[src/dmap_consts.svh]
// offsets, field positions, reset values and codes of the domain access permission table
`ifndef DMAP_CONSTS_SVH
`define DMAP_CONSTS_SVH

// ----------------------------------------
// register byte offsets
// ----------------------------------------
`define DMAP_OFS_D6_7 8'hbc
`define DMAP_OFS_D8_9 8'hc0
`define DMAP_OFS_D10_11 8'hc4

// ----------------------------------------
// register indices inside the table
// ----------------------------------------
`define DMAP_IDX_D6_7 2'h0
`define DMAP_IDX_D8_9 2'h1
`define DMAP_IDX_D10_11 2'h2

// ----------------------------------------
// field layout and reset
// ----------------------------------------
`define DMAP_PERM_RST 32'h0000_0000
`define DMAP_PERM_WMASK 32'h3fff_3fff
`define DMAP_UPPER_BASE 5'h10
`define DMAP_LOWER_BASE 5'h00
`define DMAP_DOM_FIRST 4'h6
`define DMAP_DOM_LAST 4'hb
`define DMAP_MST_LAST 3'h6

// ----------------------------------------
// bus answer codes
// ----------------------------------------
`define DMAP_RSP_OKAY 2'h0
`define DMAP_RSP_DECERR 2'h3
`define DMAP_RDATA_NONE 32'h0000_0000

`endif

[src/dmap_pkg.sv]
// types and shared decode functions of the domain access permission table
`include "dmap_consts.svh"

package dmap_pkg;

  // ----------------------------------------
  // carriers
  // ----------------------------------------
  typedef logic [2:0][31:0] dmap_perm_t;

  typedef struct packed {
    logic valid;
    logic [3:0] domain;
    logic [2:0] master;
    logic write;
  } dmap_acc_req_t;

  typedef struct packed {
    logic valid;
    logic block;
    logic in_range;
  } dmap_acc_rsp_t;

  typedef struct packed {
    logic read;
    logic write;
    logic [7:0] address;
    logic [31:0] writedata;
    logic [3:0] byteenable;
  } dmap_avs_req_t;

  typedef struct packed {
    logic hit;
    logic [1:0] idx;
  } dmap_dec_t;

  typedef enum logic {DMAP_BUS_IDLE, DMAP_BUS_DONE} dmap_bus_st_t;

  // ----------------------------------------
  // decode helpers
  // ----------------------------------------
  function automatic dmap_dec_t dmap_addr_dec(input logic [7:0] addr);
    dmap_dec_t d;
    d.hit = 1'b1;
    d.idx = `DMAP_IDX_D6_7;
    unique case (addr)
      `DMAP_OFS_D6_7: d.idx = `DMAP_IDX_D6_7;
      `DMAP_OFS_D8_9: d.idx = `DMAP_IDX_D8_9;
      `DMAP_OFS_D10_11: d.idx = `DMAP_IDX_D10_11;
      default: d.hit = 1'b0;
    endcase
    return d;
  endfunction

  // two domains per word: the odd one sits in the upper group
  function automatic logic [1:0] dmap_reg_idx(input logic [3:0] dom);
    logic [3:0] rel;
    rel = dom - `DMAP_DOM_FIRST;
    return rel[2:1];
  endfunction

  function automatic logic [4:0] dmap_bit_idx(input logic [3:0] dom, input logic [2:0] mst,
                                              input logic wr);
    logic [4:0] base;
    base = dom[0] ? `DMAP_UPPER_BASE : `DMAP_LOWER_BASE;
    return base + {1'b0, mst, wr};
  endfunction

  function automatic logic [31:0] dmap_be_mask(input logic [3:0] be);
    return {{8{be[3]}}, {8{be[2]}}, {8{be[1]}}, {8{be[0]}}};
  endfunction

endpackage

[src/dmap_top.sv]
// domain/master access permission table with avalon-mm register slave
// What this block does
// - a write-block bit at 0 lets that master's writes pass; 1 refuses them
// - a read-block bit at 0 lets that master's reads pass; 1 refuses them
// - each register holds two domains: upper in bits 29:16, lower in 13:0
// - master n has its read bit at 2n and write bit at 2n+1 in the group
// - domains 8 and 9 live at offset 0xc0, domain 9 upper
// - domains 10 and 11 live at offset 0xc4, domain 11 upper
// - every permission bit clears to 0 at reset, allowing all access except master 7's to domains 6 to 11, which is refused
// - permission bits are read/write; bits 31:30 and 15:14 are reserved
// - domain 7 takes bits 29:16 and domain 6 bits 13:0 of their register
//
// Implementation choice: the Avalon-MM register port.
`include "dmap_consts.svh"

module dmap_top (
  input wire logic i_core_clk,
  input wire logic i_sys_rst,
  input wire logic [7:0] i_avs_address,
  input wire logic i_avs_read,
  input wire logic i_avs_write,
  input wire logic [31:0] i_avs_writedata,
  input wire logic [3:0] i_avs_byteenable,
  output logic [31:0] o_avs_readdata,
  output logic [1:0] o_avs_response,
  output logic o_avs_waitrequest,
  input wire dmap_pkg::dmap_acc_req_t i_acc_req,
  output dmap_pkg::dmap_acc_rsp_t o_acc_rsp
);

  // ----------------------------------------
  // state
  // ----------------------------------------
  typedef struct packed {
    dmap_pkg::dmap_perm_t perm;
    dmap_pkg::dmap_bus_st_t bus;
    logic [31:0] rdata;
    logic [1:0] resp;
    dmap_pkg::dmap_acc_rsp_t rsp;
  } dmap_state_t;

  dmap_state_t st_r;
  dmap_state_t st_nxt;
  dmap_pkg::dmap_avs_req_t avs;
  dmap_pkg::dmap_dec_t dec;
  logic chk_block;
  logic chk_in_range;

  assign avs = '{read: i_avs_read, write: i_avs_write, address: i_avs_address,
                 writedata: i_avs_writedata, byteenable: i_avs_byteenable};
  assign dec = dmap_pkg::dmap_addr_dec(avs.address);

  // ----------------------------------------
  // permission lookup
  // ----------------------------------------
  dmap_check u_check (
    .i_perm(st_r.perm),
    .i_req(i_acc_req),
    .o_block(chk_block),
    .o_in_range(chk_in_range)
  );

  // ----------------------------------------
  // next state
  // ----------------------------------------
  always_comb
  begin
    st_nxt = st_r;
    st_nxt.rsp.valid = i_acc_req.valid;
    // verdict only has meaning while valid; held low otherwise
    st_nxt.rsp.block = i_acc_req.valid && chk_block;
    st_nxt.rsp.in_range = i_acc_req.valid && chk_in_range;
    unique case (st_r.bus)
      dmap_pkg::DMAP_BUS_IDLE:
      begin
        // one wait state: read data is captured here and stands at the release edge
        if (avs.read || avs.write)
        begin
          st_nxt.bus = dmap_pkg::DMAP_BUS_DONE;
          st_nxt.rdata = dec.hit ? st_r.perm[dec.idx] : `DMAP_RDATA_NONE;
          st_nxt.resp = dec.hit ? `DMAP_RSP_OKAY : `DMAP_RSP_DECERR;
        end
      end
      dmap_pkg::DMAP_BUS_DONE:
      begin
        st_nxt.bus = dmap_pkg::DMAP_BUS_IDLE;
        // the write lands at the edge where waitrequest is seen low
        if (avs.write && dec.hit)
        begin
          st_nxt.perm[dec.idx] = (st_r.perm[dec.idx] & ~dmap_pkg::dmap_be_mask(avs.byteenable))
            | (avs.writedata & dmap_pkg::dmap_be_mask(avs.byteenable) & `DMAP_PERM_WMASK);
        end
      end
    endcase
  end

  // ----------------------------------------
  // registers
  // ----------------------------------------
  always_ff @(posedge i_core_clk)
  begin
    if (i_sys_rst)
    begin
      st_r.perm <= {3{`DMAP_PERM_RST}};
      st_r.bus <= dmap_pkg::DMAP_BUS_IDLE;
      st_r.rdata <= `DMAP_RDATA_NONE;
      st_r.resp <= `DMAP_RSP_OKAY;
      st_r.rsp <= '0;
    end
    else
    begin
      st_r <= st_nxt;
    end
  end

  // ----------------------------------------
  // outputs
  // ----------------------------------------
  assign o_avs_waitrequest = (avs.read || avs.write) && (st_r.bus != dmap_pkg::DMAP_BUS_DONE);
  assign o_avs_readdata = st_r.rdata;
  assign o_avs_response = st_r.resp;
  assign o_acc_rsp = st_r.rsp;

  // ----------------------------------------
  // assertion helpers
  // ----------------------------------------
  logic [1:0] h_ridx;
  logic [4:0] h_bidx;
  logic h_in_win;
  logic h_sel_bit;
  logic bus_done;

  assign h_ridx = dmap_pkg::dmap_reg_idx(i_acc_req.domain);
  assign h_bidx = dmap_pkg::dmap_bit_idx(i_acc_req.domain, i_acc_req.master, i_acc_req.write);
  assign h_in_win = (i_acc_req.domain >= `DMAP_DOM_FIRST) && (i_acc_req.domain <= `DMAP_DOM_LAST)
                    && (i_acc_req.master <= `DMAP_MST_LAST);
  assign h_sel_bit = st_r.perm[h_ridx][h_bidx];
  assign bus_done = (avs.read || avs.write) && !o_avs_waitrequest;
endmodule

[src/dmap_check.sv]
// permission lookup for one translated access
`include "dmap_consts.svh"

module dmap_check (
  input wire dmap_pkg::dmap_perm_t i_perm,
  input wire dmap_pkg::dmap_acc_req_t i_req,
  output logic o_block,
  output logic o_in_range
);

  logic dom_ok;
  logic mst_ok;
  logic [1:0] ridx;
  logic [4:0] bidx;

  always_comb
  begin
    dom_ok = (i_req.domain >= `DMAP_DOM_FIRST) && (i_req.domain <= `DMAP_DOM_LAST);
    mst_ok = i_req.master <= `DMAP_MST_LAST;
    ridx = dmap_pkg::dmap_reg_idx(i_req.domain);
    bidx = dmap_pkg::dmap_bit_idx(i_req.domain, i_req.master, i_req.write);
    o_in_range = dom_ok && mst_ok;
    // domains outside this table are judged elsewhere; an unknown master is refused
    o_block = 1'b0;
    if (dom_ok)
    begin
      o_block = mst_ok ? i_perm[ridx][bidx] : 1'b1;
    end
  end

endmodule

[config.mk]
export PLATFORM = sky130hd
export DESIGN_NAME = dmap_top
export DESIGN_NICKNAME = d
export VERILOG_FILES = /design/src/dmap_pkg.sv /design/src/dmap_top.sv /design/src/dmap_check.sv
export VERILOG_INCLUDE_DIRS = /design/src
export SDC_FILE = /design/constraint.sdc
export NUM_CORES = 1
export LEC_CHECK = 0
export BUFFER_PORTS_ARGS = -buffer_cell sky130_fd_sc_hd__buf_2
export CELL_PAD_IN_SITES_DETAIL_PLACEMENT = 1
export CELL_PAD_IN_SITES_GLOBAL_PLACEMENT = 1
export CORE_UTILIZATION = 35
export DETAILED_ROUTE_END_ITERATION = 6
export PLACE_DENSITY_LB_ADDON = 0.05
export SYNTH_ARGS = -nofsm -noshare
export SYNTH_HDL_FRONTEND = slang
export SYNTH_SLANG_ARGS = --single-unit
[constraint.sdc]
create_clock -name i_core_clk -period 3.78 [get_ports i_core_clk]
set_input_delay 0.567 -clock i_core_clk [delete_from_list [all_inputs] [get_ports i_core_clk]]
set_output_delay 0.567 -clock i_core_clk [all_outputs]
set_load 0.02 [all_outputs]
==> reports/results.txt, run 1 <==
Status: finished, final reports clean
TritonCTS clock tree: done
GRT Total Usage: 24.3%
FF-to-FF Start: st_r[37]
Die Y: 143 um
First-pass GRT wire length: 37300 um
Vias per std cell: 5.63
Clock root buffer: clkbuf_16
Worst reg-to-reg setup slack: 1630 ps
DRC: 0
1st-pass router iterations: 4
RR Endpoint: o_avs_readdata[31]
H-tree depth: 4
WL/cell: 20.8 um
CP max FO: 26
Crit Path Category: in2reg
Hpwl dp: 15500 um
Skew final: 7.76 ps
Hold-fix buffers, CTS: 0
Final Cycle Share: 67.8%
DR iter-0 viols: 398
Detailed-route via count: 6546
Commonest non-fill, non-tap cell in the layout: nor2_1
Area grow syn2layout: 14.5%
Slew HR: 24.9%
Core area: 0.0195 mm^2
Number of global-route vias before repair: 6782
Hold Crit Depth: 2
Startpoint Class: input pin
Arrival time at the worst endpoint: 2840 ps
Resized cells post-CTS: 0
Max Fclk: 0.390 GHz
Commonest non-fill, non-tap cells in the layout: nor2_1, dfxtp_1, buf_2
Final setup viols: 0
Pwr per Cell Area: 431 mW/mm^2
R2R cell count: 4
Clock buffer depth: 2
Crit. End Element: flip-flop
Clock sink count: 133
Critical Path RT: 4060 ps
Row count: 51
FF+latch count, synth: 133
Final wirelength: 24100 um
Full die area: 0.0205 mm^2
Post-synthesis cell area: 0.00697 mm^2
Antenna-violating nets left: 0
Placer Congestion: 0.778
Synth Warn #: 0
Initial core utilization: 35.8%
Register area share after synthesis: 38.2%
Setup tns final: 0 ps
Clock Latency Late Sink: 420 ps
Worst vdd ir: 0.298 mV
Ports: 95
Cell Area, Placed: 0.00735 mm^2
Clk slew on worst S/H paths: 60 ps
Main flop type after synthesis: dfxtp_1
Buffer count from post-CTS setup fixing: 0
Max-cap viol count: 0
Post-Syn Instances: 872
# port buffers: 90
Asr flop ratio synth: 0%
Grt total ovfl: 0
Die W: 143 um
Nets: 941
Slew Limit Fails: 0
Ant diodes: 0
Final Critical Period: 2560 ps
Syn_area_per_cell: 7.99 um^2
Syn Nets: 929
Worst hold path class: in2reg
Count of cell types in the netlist: 53
Worst Max-Slew Pin Slew: 1130 ps
EDFF count, synth: 0
Largest net degree at the start of global routing: 67
WHS Endpoint: o_acc_rsp[2]
Final Instance Area: 0.00798 mm^2
Static Leak: 2.77 nW
Hold_sp: i_sys_rst
Layout cell share with drive strength beyond 1: 17.4%
Num CTS Buffers: 17
Endpoints failing hold: 0
RSZ-0062 raised after global routing: false
Initial antenna violation count: 0
[worst max path at each step]
stage,from,endpoint,slack [ps],cells after the start
6_report,i_acc_req[6],o_acc_rsp[1],1220,6
3_3_place_gp,i_acc_req[6],o_acc_rsp[1],840,6
2_1_floorplan,i_avs_address[3],o_avs_readdata[4],1430,7
3_5_place_dp,i_acc_req[6],o_acc_rsp[1],810,6
4_1_cts,i_acc_req[6],o_acc_rsp[1],1260,6
5_1_grt,i_acc_req[6],o_acc_rsp[1],1100,6
[report_power, final]
part | switching (W) | leakage (nW) | internal, W | total, W
sequential | 0.00000183 | 1.07 | 0.00141 | 0.00141
clock | 0.000654 | 0.298 | 0.00113 | 0.00178
combinational | 0.000182 | 1.41 | 0.0000680 | 0.000250
total | 0.000838 | 2.77 | 0.00260 | 0.00344
[logic make-up (layout without fill, tap and decap cells)]
family / after synthesis / count (layout) / share of synthesized area, %
and+or+nand+nor: 352 / 352 / 23.8
buffers and inverters: 125 / 150 / 9.21
AOI/OAI and AO/OA: 215 / 215 / 21.5
muxes: 47 / 47 / 7.24
DFF: 133 / 133 / 38.2
[cell type report]
class / count / area, um^2
Clock buffer: 21 / 450
Sequential cell: 133 / 2660
Fill cell: 2310 / 11500
Multi-Input combinational cell: 614 / 3690
Tap cell: 265 / 332
Clock inverter: 11 / 175
Inverter: 9 / 33.8
Timing Repair Buffer: 109 / 633
[synth_stat cells, types with 2 or more instances]
cell	instances	area, um^2
mux4_2	2	45.0
nand2_1	83	312
nand3_1	11	55.1
a31oi_1	6	37.5
o2bb2ai_1	6	52.6
buf_1	9	33.8
mux2_2	7	78.8
buf_6	3	33.8
o41ai_1	4	35.0
buf_2	9	45.0
buf_4	37	278
nor2b_1	35	219
mux2i_1	38	380
a211oi_1	51	383
nor2_1	137	514
inv_1	9	33.8
or3_1	2	12.5
nand2b_1	2	12.5
o211ai_1	10	75.1
or4_1	32	240
a22oi_1	3	22.5
a21oi_1	65	325
o31a_1	12	105
nor3_2	2	20.0
a311oi_1	2	17.5
clkbuf_1	58	218
a221oi_1	3	26.3
o31ai_1	16	120
a2111oi_0	21	184
o21ai_0	6	30.0
dfxtp_1	133	2660
nor3_1	37	185
[critical path, cell delays in order]
cell and delay [ps]:
buf_2 460, and2_1 640, a22oi_1 200, a221oi_1 300, o311ai_0 240, a211oi_1 430
[flip-flops by register name, indices dropped and copies added (netlist names)]
signal and cells:
o_acc_rsp 3, o_avs_readdata 32, o_avs_response 1, st_r 97
[stage by stage]
step | total power (W) | hold WS (ps) | setup slack (ps) | std cells | utilization [%]
4_1_cts | 0.00348 | 352 | 1260 | 1162 | 41.0
3_3_place_gp | 0.00168 | 437 | 840 | 1130 | 37.8
3_5_place_dp | 0.00169 | 436 | 815 | 1130 | 37.8
2_1_floorplan | 0.00159 | 416 | 1430 | 872 | -
6_report | 0.00344 | 365 | 1220 | 1162 | 41.0
5_1_grt | 0.00355 | 342 | 1100 | 1162 | 41.0
[routing by layer]
layer  part of all wire [%]  vias up  wire length (um)  GRT usage [%]
li1                       -     3148                 -              -
met3                    3.4       35               826           3.72
met4                    2.1        0               503           9.56
met5                      0        -                 0              0
met1                     45     3214             10800           29.7
met2                     50      149             12000           42.7
No activity file was read; power rests on OpenSTA's default activity.
==> run 2, diff against run 1 <==
==> constraint.sdc (replaced) <==
create_clock -name i_core_clk -period 2.4 [get_ports i_core_clk]
set_input_delay 0.36 -clock i_core_clk [delete_from_list [all_inputs] [get_ports i_core_clk]]
set_output_delay 0.36 -clock i_core_clk [all_outputs]
set_load 0.02 [all_outputs]
==> reports/results.txt, run 2 (synthesized netlist as in run 1, its figures left out) <==
Status: finished, final reports clean
Critical Path RT: 2680 ps (-1380 ps)
Die Y: 143 um (unchanged)
Buffer count from post-CTS setup fixing: 0 (unchanged)
# port buffers: 90 (unchanged)
Number of global-route vias before repair: 6983 (+3.0%)
Ports: 95 (unchanged)
Min Hold Slack: 146 ps (-218 ps)
H-tree depth: 4 (unchanged)
Pwr per Cell Area: 640 mW/mm^2 (+49%)
RSZ-0062 raised after global routing: false
DRC: 0 (unchanged)
Skew final: 10.7 ps (+2.91 ps)
Resized cells post-CTS: 0 (unchanged)
Final setup viols: 0 (unchanged)
Detailed-route via count: 6692 (+2.2%)
Die W: 143 um (unchanged)
Clk slew on worst S/H paths: 60 ps (about the same)
Static Leak: 2.97 nW (+6.9%)
Final Critical Period: 2110 ps
Ant diodes: 0 (unchanged)
Startpoint Class: input pin
Max Fclk: 0.474 GHz
WL/cell: 20.1 um (-3.2%)
Vias per std cell: 5.58 (-0.92%)
Hold Crit Depth: 2 (unchanged)
Antenna-violating nets left: 0 (unchanged)
First-pass GRT wire length: 37900 um (+1.8%)
Clock sink count: 133 (unchanged)
CP max FO: 16 (-38%)
R2R cell count: 6 (+2)
Endpoints failing hold: 0 (unchanged)
Nets: 978 (+3.9%)
Crit. End Element: flip-flop
Placer Congestion: 0.782 (+0.54%)
Slew HR: 47.2% (+22 points)
1st-pass router iterations: 5 (+1)
Initial antenna violation count: 0 (unchanged)
Final wirelength: 24100 um (about the same)
Largest net degree at the start of global routing: 70 (+4.5%)
Core area: 0.0195 mm^2 (unchanged)
Clock buffer depth: 2 (unchanged)
Crit Path Category: in2reg
Inst Count DP: 1167 (+3.3%)
Finished Layout Cells: 1199 (+3.2%)
DR iter-0 viols: 311 (-22%)
Commonest non-fill, non-tap cell in the layout: nor2_1
Commonest non-fill, non-tap cells in the layout: nor2_1, dfxtp_1, buf_2
Tot Pwr: 0.00530 W (+54%)
Most flops, register: st_r
Layout cell share with drive strength beyond 1: 20.8% (+3.4 points)
Arrival time at the worst endpoint: 2390 ps (-450 ps)
Area grow syn2layout: 18.9%
Worst vdd ir: 0.461 mV (+55%)
Number of flip-flops under the largest register name: 97 (unchanged)
GRT Total Usage: 24.4% (+0.063 points)
Full die area: 0.0205 mm^2 (unchanged)
Final Cycle Share: 87.8%
Clock Latency Late Sink: 420 ps (about the same)
Hpwl dp: 16200 um (+4.6%)
Hold-fix buffers, CTS: 0 (unchanged)
Initial core utilization: 35.8% (unchanged)
Grt total ovfl: 0 (unchanged)
Setup tns final: 0 ps (unchanged)
Worst Max-Slew Pin Slew: 793 ps (-334 ps)
Slew Limit Fails: 0 (unchanged)
TritonCTS clock tree: done
Worst hold path class: in2reg
Num CTS Buffers: 17 (unchanged)
Clock root buffer: clkbuf_16
Max-cap viol count: 0 (unchanged)
Row count: 51 (unchanged)
-- run 2: per-layer routing --
layer  part of all wire, %  global-route usage, %
met5                     0                      0
met4                   1.8                   7.75
met3                   3.9                   4.43
met2                    50                   43.5
met1                    44                   29.4
-- run 2: final timing paths --
| check | from | slack (ps) | to |
|---|---|---|---|
| max | i_avs_address[3] | 290 | st_r[56] |
| min | i_sys_rst | 150 | o_acc_rsp[2] |
| max reg2reg | st_r[125] | 570 | o_acc_rsp[1] |
| min reg2reg | o_avs_readdata[24] | 450 | o_avs_readdata[24] |
-- run 2: worst max-delay path, stage by stage --
cell and delay, ps:
buf_2 110, or4b_4 580, buf_4 240, a2111oi_0 640, o31ai_1 220, mux2i_1 180, nor2_1 50
-- run 2: layout make-up --
cell class                      instances  area [um^2]
Clock buffer                           19          433
Multi-Input combinational cell        614         3690
Timing Repair Buffer                  146          973
Fill cell                            2334        11200
Sequential cell                       133         2660
Tap cell                              265          332
Inverter                                9         33.8
Clock inverter                         13          158
-- run 2: per-stage QoR --
step	instance area [um^2]	setup WS, ps	util (%)
after floorplan	6970	260	-
after global placement	7690	-11.5	39.5
after detailed placement	7690	-101	39.5
after CTS	8280	312	42.6
after global routing	8280	172	42.6
final	8280	292	42.6
-- run 2: power breakdown --
| part | internal, W | leakage (nW) | switching [W] |
|---|---|---|---|
| Clock | 0.00163 | 0.291 | 0.00102 |
| Sequential | 0.00221 | 1.07 | 0.00000312 |
| Combinational | 0.000142 | 1.61 | 0.000291 |
| Total | 0.00399 | 2.97 | 0.00132 |
